===== config.mk =====
export PLATFORM = sky130hd
export DESIGN_NAME = abmh_handover
export DESIGN_NICKNAME = d
export VERILOG_FILES = /design/src/abmh_pkg.sv /design/src/abmh_sync.sv /design/src/abmh_handover.sv
export SDC_FILE = /design/constraint.sdc
export NUM_CORES = 1
export LEC_CHECK = 0
export BUFFER_PORTS_ARGS = -buffer_cell sky130_fd_sc_hd__buf_2
export CORE_MARGIN = 2
export CORE_UTILIZATION = 55
export CTS_BUF_LIST = sky130_fd_sc_hd__clkbuf_8
export DETAILED_ROUTE_END_ITERATION = 7
export PLACE_DENSITY = 0.78
export REMOVE_ABC_BUFFERS = 1
export SYNTH_ARGS = -nofsm -noshare
export SYNTH_HDL_FRONTEND = slang
export SYNTH_SLANG_ARGS = --single-unit

===== constraint.sdc =====
create_clock -name ref_clk -period 1.9 [get_ports ref_clk]
set_clock_uncertainty 0.1 [all_clocks]
set_input_delay 0.095 -clock ref_clk [delete_from_list [all_inputs] [get_ports ref_clk]]
set_output_delay 0.095 -clock ref_clk [all_outputs]
set_load 0.005 [all_outputs]

===== src/abmh_pkg.sv =====
// package: constants for the alternate bus master handover block
package abmh_pkg;
  // clock rate and handover timing in memory clock periods
  localparam int unsigned CLK_HZ          = 20_000_000;
  localparam logic [2:0]  GNT_TRISTATE_AT = 3'h1;
  localparam logic [2:0]  GNT_GRANT_AT    = 3'h2;
  localparam logic [2:0]  GNT_CKE_AT      = 3'h4;
  localparam logic [2:0]  REL_GRANT_AT    = 3'h1;
  localparam logic [2:0]  REL_DRIVE_AT    = 3'h3;
  localparam logic [2:0]  REL_CKE_AT      = 3'h4;
  // burst length codes for the mode register command
  localparam logic [2:0]  BURST_NORMAL    = 3'h4;
  localparam logic [2:0]  BURST_LEGACY    = 3'h1;
  // only partition zero is offered to the outside master
  localparam logic [1:0]  SHARED_PART     = 2'h0;
  // sdram memory command codes toward the controller
  typedef enum logic [1:0]
  {
    ABMH_CMD_NONE    = 2'h0,
    ABMH_CMD_REFRESH = 2'h1,
    ABMH_CMD_MODE    = 2'h2
  } abmh_cmd_t;
  // handover states, gray along the usual path
  typedef enum logic [3:0]
  {
    ABMH_OWNED    = 4'h0,
    ABMH_DRAIN    = 4'h1,
    ABMH_G_REF    = 4'h3,
    ABMH_G_MRS    = 4'h2,
    ABMH_G_SEQ    = 4'h6,
    ABMH_LENT     = 4'h7,
    ABMH_R_SEQ    = 4'h5,
    ABMH_R_REF    = 4'h4,
    ABMH_R_MRS    = 4'hC
  } abmh_state_t;
endpackage


===== src/abmh_sync.sv =====
// two-flop synchroniser for a level from outside the clock domain
`timescale 1ns/1ps
`default_nettype none
module abmh_sync
  import abmh_pkg::*;
(
  input  wire logic ref_clk,
  input  wire logic nrst,
  input  wire logic async_in,
  output var  logic sync_out
);
  logic meta_r;
  always_ff @(posedge ref_clk)
  begin
    if (!nrst)
    begin
      meta_r   <= 1'b0;
      sync_out <= 1'b0;
    end
    else
    begin
      meta_r   <= async_in;
      sync_out <= meta_r;
    end
  end
endmodule // abmh_sync
`default_nettype wire


===== src/abmh_handover.sv =====
// alternate bus master handover: request/grant, pin release, refresh
// Functional notes
// - only sdram partition zero is lent to the outside master
// - finish running memory operation and pending refresh before granting
// - never start granting while an atomic swap is in progress
// - auto-refresh before lending and after retaking, if clocks are on
// - legacy bit: mode command burst 1 before grant, burst 4 after
// - grant: cke low t, float t+1, grant t+2, cke high t+4
// - float select zero, address, oe, we, strobes, clock one, data, masks
// - direction pin floats too; outside master drives it when needed
// - request and grant both stay high for the whole lent period
// - release: cke low t, grant off t+1, drive t+3, cke high t+4
// - handover works only with pins set as output/input and mapped
// - the single clock enable governs all sdram partitions
`timescale 1ns/1ps
`default_nettype none
module abmh_handover
  import abmh_pkg::*;
(
  input  wire logic      ref_clk,
  input  wire logic      nrst,
  input  wire logic      bus_request_in,
  input  wire logic      grant_pin_is_output,
  input  wire logic      request_pin_is_input,
  input  wire logic      pins_mapped_alternate,
  input  wire logic      legacy_compat_bit,
  input  wire logic      sdram_clocks_on,
  input  wire logic      mem_op_busy,
  input  wire logic      refresh_pending,
  input  wire logic      swap_active,
  input  wire logic      cmd_done,
  output var  logic      bus_grant_out,
  output var  logic      sdram_clock_enable,
  output var  logic      sdram_pins_oe,
  output var  logic      bus_direction_oe,
  output var  logic      controller_hold,
  output var  logic [1:0] cmd_req,
  output var  logic [2:0] mode_burst_len,
  output var  logic [1:0] lent_partition
);
  ////////////////////////////////////////////////////////////////////////
  logic        req_sync;
  logic        enabled;
  abmh_state_t state_r;
  abmh_state_t state_nxt;
  logic [2:0]  tick_r;
  logic        cke_on;

  abmh_sync u_req_sync
  (
    .ref_clk  (ref_clk),
    .nrst     (nrst),
    .async_in (bus_request_in),
    .sync_out (req_sync)
  );

  assign enabled = grant_pin_is_output & request_pin_is_input &
                   pins_mapped_alternate;
  assign cke_on  = sdram_clocks_on & sdram_clock_enable;

  ////////////////////////////////////////////////////////////////////////
  // each step fires when the counter stands one below its point, so no
  // point may be zero and the steps of a sequence must keep their order
  if (GNT_TRISTATE_AT == 3'h0 || GNT_GRANT_AT <= GNT_TRISTATE_AT ||
      GNT_CKE_AT <= GNT_GRANT_AT)
  begin : g_grant_points
    $error("grant sequence points out of order");
  end
  if (REL_GRANT_AT == 3'h0 || REL_DRIVE_AT <= REL_GRANT_AT ||
      REL_CKE_AT <= REL_DRIVE_AT)
  begin : g_release_points
    $error("release sequence points out of order");
  end

  ////////////////////////////////////////////////////////////////////////
  // state sequencing; the cycle counter restarts on every state change
  always_comb
  begin
    state_nxt = state_r;
    case (state_r)
      ABMH_OWNED:
        if (req_sync && enabled)
          state_nxt = ABMH_DRAIN;
      ABMH_DRAIN:
        // a request dropped while draining simply cancels the handover
        if (!req_sync)
          state_nxt = ABMH_OWNED;
        else if (!mem_op_busy && !refresh_pending && !swap_active)
          state_nxt = cke_on ? ABMH_G_REF
                             : (legacy_compat_bit ? ABMH_G_MRS
                                                  : ABMH_G_SEQ);
      ABMH_G_REF:
        if (cmd_done)
          state_nxt = legacy_compat_bit ? ABMH_G_MRS : ABMH_G_SEQ;
      ABMH_G_MRS:
        if (cmd_done)
          state_nxt = ABMH_G_SEQ;
      ABMH_G_SEQ:
        if (tick_r == GNT_CKE_AT)
          state_nxt = ABMH_LENT;
      ABMH_LENT:
        if (!req_sync)
          state_nxt = ABMH_R_SEQ;
      ABMH_R_SEQ:
        if (tick_r == REL_CKE_AT)
          state_nxt = sdram_clocks_on ? ABMH_R_REF
                    : (legacy_compat_bit ? ABMH_R_MRS : ABMH_OWNED);
      ABMH_R_REF:
        if (cmd_done)
          state_nxt = legacy_compat_bit ? ABMH_R_MRS : ABMH_OWNED;
      ABMH_R_MRS:
        if (cmd_done)
          state_nxt = ABMH_OWNED;
      default:
        state_nxt = ABMH_OWNED;
    endcase
  end

  always_ff @(posedge ref_clk)
  begin
    if (!nrst)
      state_r <= ABMH_OWNED;
    else
      state_r <= state_nxt;
  end

  // timing counter: t is the first cycle spent in a sequence state
  always_ff @(posedge ref_clk)
  begin
    if (!nrst)
      tick_r <= 3'h0;
    else if (state_nxt != state_r)
      tick_r <= 3'h0;
    else if (tick_r != 3'h7)
      tick_r <= tick_r + 3'h1;
  end

  ////////////////////////////////////////////////////////////////////////
  // pin controls from flops, so each edge lands on its exact period
  always_ff @(posedge ref_clk)
  begin
    if (!nrst)
    begin
      sdram_clock_enable <= 1'b1;
      sdram_pins_oe      <= 1'b1;
      bus_direction_oe   <= 1'b1;
      bus_grant_out      <= 1'b0;
    end
    else
    begin
      // one shared enable, so every partition pauses together
      if (state_nxt == ABMH_G_SEQ && state_r != ABMH_G_SEQ)
        sdram_clock_enable <= 1'b0;
      else if (state_r == ABMH_G_SEQ && tick_r == GNT_CKE_AT - 3'h1)
        sdram_clock_enable <= 1'b1;
      else if (state_nxt == ABMH_R_SEQ && state_r != ABMH_R_SEQ)
        sdram_clock_enable <= 1'b0;
      else if (state_r == ABMH_R_SEQ && tick_r == REL_CKE_AT - 3'h1)
        sdram_clock_enable <= 1'b1;

      if (state_r == ABMH_G_SEQ && tick_r == GNT_TRISTATE_AT - 3'h1)
      begin
        sdram_pins_oe    <= 1'b0;
        bus_direction_oe <= 1'b0;
      end
      else if (state_r == ABMH_R_SEQ && tick_r == REL_DRIVE_AT - 3'h1)
      begin
        // outside master has floated by t+2, so t+3 has no contention
        sdram_pins_oe    <= 1'b1;
        bus_direction_oe <= 1'b1;
      end

      if (state_r == ABMH_G_SEQ && tick_r == GNT_GRANT_AT - 3'h1)
        bus_grant_out <= 1'b1;
      else if (state_r == ABMH_R_SEQ && tick_r == REL_GRANT_AT - 3'h1)
        bus_grant_out <= 1'b0;
    end
  end

  ////////////////////////////////////////////////////////////////////////
  // command requests and hold toward the memory controller
  always_comb
  begin
    cmd_req        = ABMH_CMD_NONE;
    mode_burst_len = BURST_NORMAL;
    case (state_r)
      ABMH_G_REF, ABMH_R_REF:
        cmd_req = ABMH_CMD_REFRESH;
      ABMH_G_MRS:
      begin
        cmd_req        = ABMH_CMD_MODE;
        mode_burst_len = BURST_LEGACY;
      end
      ABMH_R_MRS:
        cmd_req = ABMH_CMD_MODE;
      default:
        cmd_req = ABMH_CMD_NONE;
    endcase
  end

  // hold new traffic from the draining point until the bus is back; a
  // started operation, swap or refresh must still run during the drain,
  // or the drain would wait on work that the hold itself blocks
  assign controller_hold = (state_r != ABMH_OWNED) &&
                           !(state_r == ABMH_DRAIN &&
                             (mem_op_busy || refresh_pending || swap_active));
  assign lent_partition  = SHARED_PART;

endmodule // abmh_handover
`default_nettype wire


### Word level (Yosys, flattened, before mapping)

Index checks and enable logic that the tools add are counted.

* register bits after elaboration: 12
* logic and storage cells: 83
* output and inout bits: 12
* bits of input ports: 12

* add/subtract/negate cells: 1
* bitwise gates (word level): 4
* reduce and logical (&&, ||, !) cells: 28
* muxes and demuxes: 25
* equal/unequal tests: 18

Operators by type and width (count)
* 4-bit 2-to-1 mux: 13
* 4-bit one-hot mux with 9 select lines: 1
* 4-bit by 3-bit equality test with 1-bit output, second input constant: 6
* 1-bit logical AND: 13
* 4-bit by 2-bit equality test with 1-bit output, second input constant: 2
* 1-bit 2-to-1 mux: 8
* 4-bit by 3-bit inequality test with 1-bit output, second input constant: 2
* 4-bit nonzero test: 2
* 3-bit by 2-bit equality test with 1-bit output, second input constant: 2
* 3-bit 2-to-1 mux: 2
* 2-bit OR reduction: 3
* 4-bit by 1-bit equality test with 1-bit output, second input constant: 1
* 4-bit equality test, second input constant: 1
* 1-bit logical NOT: 4
* 4-bit logical NOT: 1
* 4-bit inequality test: 1
* 2-bit one-hot mux with 2 select lines: 1
* 2-bit nonzero test: 2
* 3-bit by 1-bit adder with 3-bit output, second input constant: 1
* 1-bit bitwise AND: 3
* 3-bit by 1-bit equality test with 1-bit output, second input constant: 1
* 3-bit equality test, second input constant: 1
* 3-bit logical NOT: 1
* 3-bit inequality test, second input constant: 1
* other kinds (2): 3

### Depth between registers and ports, before layout

Gate-level depths: netlist (run 1).

* depth in word-level cells: 11
* mapped depth: 8
* depth with buffers taken out: 8

### Hierarchy

A second synthesis (run 1) with hierarchy kept.

* cells, all modules: 117
* area total of the unflattened synthesis: 947.2 um^2

Modules (own cells, without submodules)
* abmh_handover: seq. area each 200.2 um^2, area each 894.6 um^2, cells each 113, times used 1
* abmh_sync: seq. area each 40.0 um^2, area each 52.6 um^2, cells each 4, times used 1

### Worst setup path after synthesis (run 1)

OpenSTA, ideal clock, no wires.

* kind: register to register
* start point: register tick_r[0]
* end point: register tick_r[0]
* period minus slack after synthesis: 1.718 ns
* path slack: 0.182 ns
* arrival: 1.553 ns
* setup time: 0.065 ns
* data required time: 1.735 ns
* buffers on the path: 0
* cell stages (with the launch flop): 9
* cells stage by stage: dfxtp_1 > inv_1 > ha_1 > nand2_1 > mux2i_1 > o221ai_2 > mux2i_1 > o2111ai_2 > nor2_1

* longest elaborated chain between the ends: 5
* elaborated cells on any way between the ends: 8
* those cells by class: add/sub: 1; eq/ne: 3; mux: 3; reduce/logical: 1

Ends and longest elaborated chain
* start, declared: RTL line abmh_handover.sv:46 `logic [2:0] tick_r;`
* start signal, assigned: RTL line abmh_handover.sv:135 `tick_r <= tick_r + 3'h1;`
* 3-bit equality test: RTL line abmh_handover.sv:99, abmh_handover.sv:105
* 4-bit 2-to-1 mux (on tied branches): RTL line abmh_handover.sv:105, abmh_handover.sv:99
* 4-bit one-hot mux with 9 select lines: RTL line abmh_handover.sv:80 `case (state_r)`
* 4-bit inequality test: RTL line abmh_handover.sv:132 `else if (state_nxt != state_r)`
* 2-bit OR reduction (no line)

Several ways; a longest one is shown, not always the timed one.
A chain may end at the register's enable or synchronous reset.

### Worst setup path after layout (run 1)

* start point: register tick_r[1]
* end point: register sdram_clock_enable

* longest elaborated chain between the ends: 8
* elaborated cells on any way between the ends: 15
* those cells by class: eq/ne: 4; mux: 6; reduce/logical: 5

Ends and longest elaborated chain
* 3-bit equality test: RTL line abmh_handover.sv:99, abmh_handover.sv:105
* 4-bit 2-to-1 mux (on tied branches): RTL line abmh_handover.sv:105, abmh_handover.sv:99
* 4-bit one-hot mux with 9 select lines: RTL line abmh_handover.sv:80
* 4-bit by 3-bit equality test with 1-bit output: RTL line abmh_handover.sv:156 `else if (state_nxt == ABMH_R_SEQ && state_r != ABMH_R_SEQ)`
* 1-bit logical AND: RTL line abmh_handover.sv:156
* 1-bit 2-to-1 mux: RTL line abmh_handover.sv:156
* 1-bit 2-to-1 mux: RTL line abmh_handover.sv:154 `else if (state_r == ABMH_G_SEQ && tick_r == GNT_CKE_AT - 3'h1)`
* 1-bit 2-to-1 mux: RTL line abmh_handover.sv:152 `if (state_nxt == ABMH_G_SEQ && state_r != ABMH_G_SEQ)`
* end signal, assigned: RTL line abmh_handover.sv:153 `sdram_clock_enable <= 1'b0;`
* end signal, assigned: RTL line abmh_handover.sv:155 `sdram_clock_enable <= 1'b1;`
* end signal, assigned: RTL line abmh_handover.sv:157 `sdram_clock_enable <= 1'b0;`
* end, declared: RTL line abmh_handover.sv:33 `output var logic sdram_clock_enable,`

Several ways; a longest one is shown, not always the timed one.

==> metrics, run 1 <==
outcome finished clean; Critical Path RT 1.97 ns; cell count of the worst reg-to-reg path 9; Reg clk slew, reported paths 0.05 ns; NetSw 140 uW; RD Place Congestion 0.910; Critical-path top delay cell dfxtp_2; Setup CP Type reg2reg; top_reg_cell synth dfxtp_1; hold depth 2; period utilisation layout 0.964; vias in the first global route 830; DR pass1 iterations 4; worst-path fanout max 4; Nets 169; DR vias/cell 5.57; fillers 143; Internal 447 uW; post-DR wirelength/cell 14.1 um; Max VDD drop 0.504 mV; Die Footprint 2180 um2; # rows 15; H-tree depth 1; Combinational Power Share 0.162; CP arrival 1.90 ns; asr flop ratio synth 0; Initial Util 0.580; Routed Wire Length 2.46 mm; Area contributors post-synth dfxtp_1 (24%), ha_1 (7.5%), nor2_1 (4.5%), nand2_1 (4.1%), a21oi_1 (4.0%); PwrDens 466 nW/um2; Routed Antenna Nets 0; Post-synth EDFFs 0; Switching Share 0.238; # diodes 0; Slew Limit Fails 0; DR DRC count 0; Finished Cell Area 1260 um2; Lkg Pwr 0.000562 uW; Die W 46.7 um; Cells after Synth 121; IO Pins 24; DP Area 1140 um2; Final Util 0.728; synth-to-layout area growth 25.5%; final setup vio count 0; most frequent cells after synthesis dfxtp_1 (12), nor2_1 (12), nand2_1 (11); Final Hold Viols 0; first-pass GRT wire length 3.71 mm; Flop pwr share 0.465; Worst R2R End sdram_clock_enable; RR Startpoint tick_r[1]; Synth Register Bits 12; worst hold start nrst; GRT Total Usage 0.242; crit-path cells inv_2, ha_4, nand2_4, o311ai_4, o311ai_4, a41oi_2, buf_4, o21a_1, nand3b_1; GR Overflow Total 0; Port Buffers 20; antenna violations before repair 0; Core Region 1730 um2; clock network fraction of total power 0.374; register area share after synthesis 0.240; CP peak stage delay 0.33 ns; synth warn 0; Worst setup SP type register; largest net degree at the start of global routing 14; Hold Crit Class in2reg; Final min period 1.83 ns; Setup crit end kind register; CTS Buffer Depth 2; cell count after placement 167; HPWL Detailed 1.81 mm; Max Cap Viol 0; Synth top area share 0.240; Fmax 0.546 GHz; layout cells sized above 1 0.362; CTS tree built; Via Count 970; Root Buffer clkbuf_8; Initial DRC Count 18; Min-Delay Endpoint bus_direction_oe; Worst R2R Setup Slack 0.07 ns; cell mode on critical path o311ai_4; Clock Latency Late Sink 0.23 ns; clock sink total 12; area leader, netlist dfxtp_1; unique cell type count in the Yosys netlist 46; die height 46.7 um; mapped cell area 1000 um2; Mean Syn Cell Area 8.28 um2; total CTS buffers 3; fin cells 174
[cells in the final DEF (no fill, tap or decap), types with 5 or more instances in the layout]
master / instances
nor3_1: 5
ha_1: 5
nor2_1: 12
buf_4: 12
a21oi_1: 8
inv_1: 6
buf_2: 20
nand2_1: 10
dfxtp_2: 6
dfxtp_1: 6
[metal layers]
metal / wire, um / vias to the layer above / track usage / part of all wire
met5: 0 / - / 0 / 0
met1: 1120 / 442 / 0.336 / 0.45
met4: 40 / 0 / 0.144 / 0.016
met2: 1120 / 43 / 0.356 / 0.45
li1: - / 480 / - / -
met3: 181 / 5 / 0.0275 / 0.074
[worst max path at each step]
stage | from | endpoint | slack (ns) | cells past startpoint
2_1_floorplan | state_r[0] | tick_r[0] | 0.17 | 6
3_5_place_dp | tick_r[0] | tick_r[1] | -0.002 | 8
3_3_place_gp | state_r[2] | sdram_clock_enable | 0.1 | 6
4_1_cts | state_r[1] | tick_r[0] | 0.02 | 6
5_1_grt | tick_r[1] | tick_r[1] | -0.01 | 8
6_report | tick_r[1] | sdram_clock_enable | 0.07 | 9
[layout make-up]
class,instances,area [um2],share of cell area
multi-input cells,93,707,0.562
flip-flops and latches,12,248,0.197
repair buffers,33,200,0.159
clock buffers,3,41.3,0.0328
well taps,25,31.3,0.0249
inverters,8,30.0,0.0239
[timing repair]
action / 4_1_cts / 5_1_grt
setup buffers: 0 / 3
resized for setup: 2 / 12
pin swaps: 1 / 6
hold endpoints to repair: 1 / 0
setup endpoints to repair: 3 / 4
hold buffers: 1 / 0
[power groups by stage]
| stage | Clock (uW) | Combinational (uW) | Sequential [uW] |
|---|---|---|---|
| 3_5_place_dp | 0 | 72.9 | 274 |
| 3_3_place_gp | 0 | 71.0 | 273 |
| 6_report | 219 | 94.8 | 272 |
| 2_1_floorplan | 0 | 42.2 | 273 |
| 4_1_cts | 226 | 75.9 | 270 |
| 5_1_grt | 235 | 108 | 274 |
[worst max-delay path: cells and delay by family, from the launching register on]
kind	cells	cell delay (ns)
adders and majority gates	1	0.16
and+or+nand+nor	2	0.17
AOI/OAI and AO/OA	4	0.77
DFF	1	0.33
buffers and inverters	2	0.23
[flip-flops by register name, indices dropped and copies added (netlist names)]
register             flops
u_req_sync.sync_out      1
sdram_clock_enable       1
bus_grant_out            1
tick_r                   3
state_r                  4
u_req_sync.meta_r        1
bus_direction_oe         1
[stage by stage]
| step | TNS [ns] | total power, uW | worst slack [ns] | hold slack [ns] |
|---|---|---|---|---|
| 3_5_place_dp | -0.00204 | 347 | -0.00204 | 0.206 |
| 5_1_grt | -0.0162 | 616 | -0.0141 | 0.0491 |
| 3_3_place_gp | 0 | 344 | 0.0956 | 0.204 |
| 4_1_cts | 0 | 572 | 0.0181 | 0.0115 |
| 2_1_floorplan | 0 | 315 | 0.171 | 0.0569 |
| 6_report | 0 | 586 | 0.0692 | 0.0168 |
[cell families after synthesis]
logic type | after synthesis | synth area share
other | 1 | 0.00374
XOR/XNOR | 1 | 0.00874
multiplexers | 4 | 0.0400
AND/OR/NAND/NOR | 51 | 0.278
buffers and inverters | 18 | 0.102
adder cells (fa/ha/maj) | 6 | 0.0749
AO/OA/AOI/OAI | 28 | 0.252
flip-flops | 12 | 0.240
No activity file was read; power rests on OpenSTA's default activity.
==> inputs of run 2 (changes only) <==
--- a/config.mk
+++ b/config.mk
@@ -5,12 +5,13 @@
 export SDC_FILE = /design/constraint.sdc
 export NUM_CORES = 1
 export LEC_CHECK = 0
+export ABC_AREA = 1
 export BUFFER_PORTS_ARGS = -buffer_cell sky130_fd_sc_hd__buf_2
 export CORE_MARGIN = 2
-export CORE_UTILIZATION = 55
+export CORE_UTILIZATION = 54
 export CTS_BUF_LIST = sky130_fd_sc_hd__clkbuf_8
 export DETAILED_ROUTE_END_ITERATION = 7
-export PLACE_DENSITY = 0.78
+export PLACE_DENSITY = 0.77
 export REMOVE_ABC_BUFFERS = 1
 export SYNTH_ARGS = -nofsm -noshare
 export SYNTH_HDL_FRONTEND = slang
==> metrics, run 2 <==
# rows 15 (unchanged); GRT Total Usage 0.257 (+0.0148); Hold Crit Class in2reg; synth-to-layout area growth 18.9%; RSZ-0062 raised after global routing true; post-DR wirelength/cell 11.9 um (-15%); layout cells sized above 1 0.237 (-0.126); CTS tree built; count leader, synth nand2_1; Synth top area share 0.248 (+0.00836); area leader, netlist dfxtp_1; # diodes 0 (unchanged); largest net degree at the start of global routing 9 (-5); hold depth 2 (unchanged); setup bufs post-CTS 0 (unchanged); crit path capture tick_r[0]; Mean Syn Cell Area 5.91 um2 (-29%); Nets 205 (+21%); Largest regs state_r: 4 flops, tick_r: 3 flops; Max VDD drop 0.599 mV (+19%); RR Startpoint tick_r[0]; Slew Limit Fails 0 (unchanged); most common cell after layout, fill and taps aside nand2_1; clock sink total 12 (unchanged); Routed Wire Length 2.52 mm (+2.6%); Via Count 1102 (+14%); Root Buffer clkbuf_8; most frequent cells after synthesis nand2_1 (49), inv_1 (24), nor2_1 (19); vias in the first global route 967 (+17%); asr flop ratio synth 0 (unchanged); Finished Cell Area 1150 um2 (-8.5%); max reg flops 4 (unchanged); Lkg Pwr 0.000669 uW (+19%); worst-path fanout max 4 (unchanged); Die Footprint 2150 um2 (-1.4%); period utilisation layout 0.968 (+0.00393); GR Overflow Total 0 (unchanged); Most flops, register state_r; Final Hold Viols 0 (unchanged); PwrDens 542 nW/um2 (+16%); H-tree depth 1 (unchanged); Port Buffers 20 (unchanged); Core Region 1710 um2 (-1.1%); first-pass GRT wire length 3.91 mm (+5.4%); Die W 46.4 um (-0.72%); die height 46.4 um (-0.72%); Cells after Synth 164 (+36%); DR pass1 iterations 5 (+1); Fmax 0.544 GHz (-0.41%); Clock Latency Late Sink 0.24 ns (about the same); Area contributors post-synth dfxtp_1 (25%), nand2_1 (19%), nand3_1 (9.3%), inv_1 (9.3%), ha_1 (7.8%); Max Cap Viol 0 (unchanged); Worst setup SP type register; Post-synth EDFFs 0 (unchanged); total CTS buffers 3 (unchanged); Routed Antenna Nets 0 (unchanged); DP Area 1070 um2 (-5.8%); Critical Path RT 1.97 ns (about the same); synth warn 0 (unchanged); commonest cells after routing, fill and taps aside nand2_1 (49), inv_1 (22), buf_2 (20), nor2_1 (18), nand3_1 (17); top_reg_cell synth dfxtp_1; total power 624 uW (+6.5%); Worst R2R Setup Slack 0.06 ns (about the same); worst hold slack 0.0108 ns (-0.00605 ns); Reg clk slew, reported paths 0.05 ns (about the same); cell count of the worst reg-to-reg path 10 (+1); HPWL Detailed 1.95 mm (+7.4%); Setup crit end kind register; IO Pins 24 (unchanged); critical path startpoint tick_r[0]; CTS Buffer Depth 2 (unchanged); Worst R2R End tick_r[0]; DR vias/cell 5.22 (-6.3%); mapped cell area 968 um2 (-3.4%); Initial DRC Count 37 (+19); Final min period 1.84 ns (+0.00747 ns); Initial Util 0.567 (-0.0134); outcome finished clean; Synth Register Bits 12 (unchanged); DR DRC count 0 (unchanged); antenna violations before repair 0 (unchanged); register area share after synthesis 0.248 (+0.00836); final setup vio count 0 (unchanged); CP arrival 1.91 ns (about the same); Setup CP Type reg2reg; RD Place Congestion 0.913 (+0.35%); unique cell type count in the Yosys netlist 22 (-52%)
run 2: per-layer routing:
layer	share of wire	routed length, um	up-vias	track usage
li1	-	-	548	-
met1	0.44	1110	498	0.295
met2	0.48	1200	46	0.439
met3	0.052	132	10	0.0588
met5	0	0	-	0
met4	0.031	77	0	0.131
run 2: critical path: stages, from the launching register on:
cell and delay [ns]:
dfxtp_2 0.34, inv_1 0.09, ha_2 0.19, nand2_1 0.12, nand3_1 0.14, nand2_1 0.06, nor2_1 0.16, nand3_2 0.14
a21oi_2 0.18, nand3_1 0.14, nor2_1 0.11
run 2: kinds of logic (layout without fill, tap and decap cells):
logic type | count (synthesis) | after routing | share of synthesized area
fa+ha+maj | 6 | 6 | 0.0775
buf+inv | 33 | 53 | 0.147
flops | 12 | 12 | 0.248
xor+xnor | 1 | 1 | 0.00905
simple gates | 96 | 96 | 0.428
compound gates | 15 | 15 | 0.0866
other cells | 1 | 3 | 0.00387
run 2: worst min-delay path by stage:
| stage | slack, ns | from | to |
|---|---|---|---|
| after global routing | 0.02 | nrst | sdram_clock_enable |
| after global placement | 0.18 | bus_request_in | u_req_sync.meta_r |
| after detailed placement | 0.18 | bus_request_in | u_req_sync.meta_r |
| after CTS | 0.009 | nrst | bus_direction_oe |
| final | 0.01 | nrst | bus_direction_oe |
| after floorplan | 0.06 | nrst | sdram_clock_enable |
run 2: where the power goes:
part	switching, uW	internal, uW
Combinational	47.8	32.5
Sequential	9.12	261
Clock	90.4	183
Total	147	477
run 2: metrics by stage:
step	instances	setup WS, ns	util	setup TNS [ns]
2_1_floorplan	161	0.312	-	0
3_3_place_gp	206	0.180	0.626	0
3_5_place_dp	206	0.0542	0.626	0
4_1_cts	211	0.0311	0.664	0
5_1_grt	211	-0.0363	0.674	-0.0882
6_report	211	0.0617	0.674	0
run 2: final cells by class:
cell class	count	area [um2]
well taps	25	31.3
flip-flops and latches	12	243
clock buffers	4	55.1
fillers	170	557
repair buffers	21	110
multi-input cells	121	607
inverters	28	105
run 2: repair_timing:
action | CTS | global route
gates resized for setup | 0 | 8
hold endpoints to repair | 1 | 0
hold buffers | 1 | 0
setup endpoints to repair | 0 | 4
==> inputs of run 3 (changes only) <==
--- a/config.mk
+++ b/config.mk
@@ -7,11 +7,13 @@
 export LEC_CHECK = 0
 export ABC_AREA = 1
 export BUFFER_PORTS_ARGS = -buffer_cell sky130_fd_sc_hd__buf_2
+export CORE_ASPECT_RATIO = 1.1
 export CORE_MARGIN = 2
-export CORE_UTILIZATION = 54
+export CORE_UTILIZATION = 50
 export CTS_BUF_LIST = sky130_fd_sc_hd__clkbuf_8
 export DETAILED_ROUTE_END_ITERATION = 7
-export PLACE_DENSITY = 0.77
+export PLACE_DENSITY = 0.72
+export RECOVER_POWER = 25
 export REMOVE_ABC_BUFFERS = 1
 export SYNTH_ARGS = -nofsm -noshare
 export SYNTH_HDL_FRONTEND = slang
==> metrics, run 3 (synthesis gave the netlist of run 2 again) <==
die height 50.2 um (+8.2%); outcome finished clean; Max Cap Viol 0 (unchanged); CTS Buffer Depth 2 (unchanged); Storage cell area 243 um2 (unchanged); worst-path fanout max 4 (unchanged); fin cells 205 (-2.8%); H-tree depth 1 (unchanged); PwrDens 544 nW/um2 (+0.43%); DP Area 1060 um2 (-0.82%); met2 Use GR 0.363 (-0.0755); setup bufs post-CTS 0 (unchanged); GRT Total Usage 0.209 (-0.0483); Setup CP Type reg2reg; synth-to-layout area growth 18.7%; max reg flops 4 (unchanged); Fmax 0.575 GHz (+5.8%); RSZ-0062 raised after global routing false; Core Region 1800 um2 (+5.5%); Initial Util 0.538 (-0.0295); # rows 16 (+1); Die Footprint 2310 um2 (+7.3%); crit-path cells inv_1, ha_1, nand2_1, inv_1, nand2_1, nor2_1, nor2_2, nand3_2, a21oi_2, nand3_1, nor2_1; Root Buffer clkbuf_8; Worst setup SP type register; CTS tree built; period utilisation layout 0.915 (-0.0527); clock network fraction of total power 0.448 (+0.010); Worst R2R Setup Slack 0.16 ns (+0.10 ns); largest net degree at the start of global routing 9 (unchanged); DR vias/cell 5.01 (-4.0%); Lkg Pwr 0.000677 uW (+1.2%); first-pass GRT wire length 3.66 mm (-6.2%); Initial DRC Count 27 (-27%); Port Buffers 20 (unchanged); layout cells sized above 1 0.219 (-0.0173); GR Overflow Total 0 (unchanged); post-DR wirelength/cell 10.4 um (-13%); final setup vio count 0 (unchanged); Setup crit end kind register; DR pass1 iterations 4 (-1); Combinational Power Share 0.121 (-0.008); Most flops, register state_r; total CTS buffers 3 (unchanged); vias in the first global route 948 (-2.0%); commonest cells after routing, fill and taps aside nand2_1 (49), inv_1 (24), buf_2 (20), nor2_1 (18), nand3_1 (17); Critical Path RT 1.97 ns (about the same); Nets 206 (+0.49%); Clock Latency Late Sink 0.25 ns (about the same); Flop pwr share 0.431 (-0.003); fillers 174 (+2.4%); Final min period 1.74 ns (-0.100 ns); Routed Antenna Nets 0 (unchanged); Routed Wire Length 2.12 mm (-16%); DR DRC count 0 (unchanged); Largest regs state_r: 4 flops, tick_r: 3 flops; Internal 476 uW (about the same); Die W 46.0 um (-0.84%); HPWL Detailed 1.70 mm (-13%); Multi-input gate area 604 um2 (-0.41%); Finished Cell Area 1150 um2 (-0.11%); M1 GR Usage 0.256 (-0.0387); Final Util 0.638 (-0.0358); RD Place Congestion 0.886 (-3.0%); Via Count 1028 (-6.7%); Slew Limit Fails 0 (unchanged); Critical-path top delay cell dfxtp_1; Reg clk slew, reported paths 0.05 ns (about the same); antenna violations before repair 0 (unchanged); CP arrival 1.81 ns (-0.10 ns); Switching Share 0.239 (+0.00280); Final Hold Viols 0 (unchanged); cell count after placement 199 (-3.4%); NetSw 150 uW (+1.5%); GR Util met3 0.0216 (-0.0372); Max VDD drop 0.547 mV (-8.6%); busiest grt layer met2; # diodes 0 (unchanged); setup_tns 0 ns (unchanged); CP peak stage delay 0.36 ns (+0.02 ns); IO Pins 24 (unchanged); most common cell after layout, fill and taps aside nand2_1; Hold Crit Class in2reg; clock sink total 12 (unchanged)
[run 3: final timing paths]
check | to | depth (start not counted) | start
worst max-delay path | tick_r[0] | 11 | tick_r[1]
worst min-delay path | state_r[2] | 6 | legacy_compat_bit
worst max register to register | tick_r[0] | 11 | tick_r[1]
worst min register to register | u_req_sync.sync_out | 2 | u_req_sync.meta_r
[run 3: power groups by stage]
stage	clock (uW)	sequential, uW	combinational (uW)
floorplan	0	272	45.9
global placement	0	274	69.7
detailed placement	0	275	71.4
CTS	280	269	76.9
global route	295	271	88.9
finish	281	270	75.7
[run 3: critical path: cells and delay by family, from the launching register on]
kind / cells / cell delay (ns)
adder cells (fa/ha/maj): 1 / 0.20
flip-flops: 1 / 0.36
buffers and inverters: 2 / 0.16
AND/OR/NAND/NOR: 7 / 0.72
AO/OA/AOI/OAI: 1 / 0.13
[run 3: metrics by stage]
stage                     worst slack, ns  power (uW)  hold slack (ns)
after detailed placement            0.125         346            0.186
after global routing              0.00692         655            0.372
after CTS                          0.0929         626            0.314
after floorplan                     0.312         318           0.0637
after global placement              0.209         344            0.179
final                               0.162         626            0.310
[run 3: area by class of cell]
| class | count | area share |
|---|---|---|
| clock buffer | 4 | 0.0479 |
| inverter | 28 | 0.0914 |
| multi-input combinational | 121 | 0.526 |
| sequential | 12 | 0.211 |
| tap | 18 | 0.0196 |
| timing repair buffer | 22 | 0.104 |
[run 3: layer usage]
layer	up-vias	share of wire
met2	26	0.49
met5	-	0
met1	449	0.45
li1	548	-
met4	0	0.017
met3	5	0.041
[run 3: timing repair]
action	in CTS	in global routing
hold endpoints to repair	3	0
resized for setup	0	5
setup endpoints to repair	0	3
hold buffers	2	0
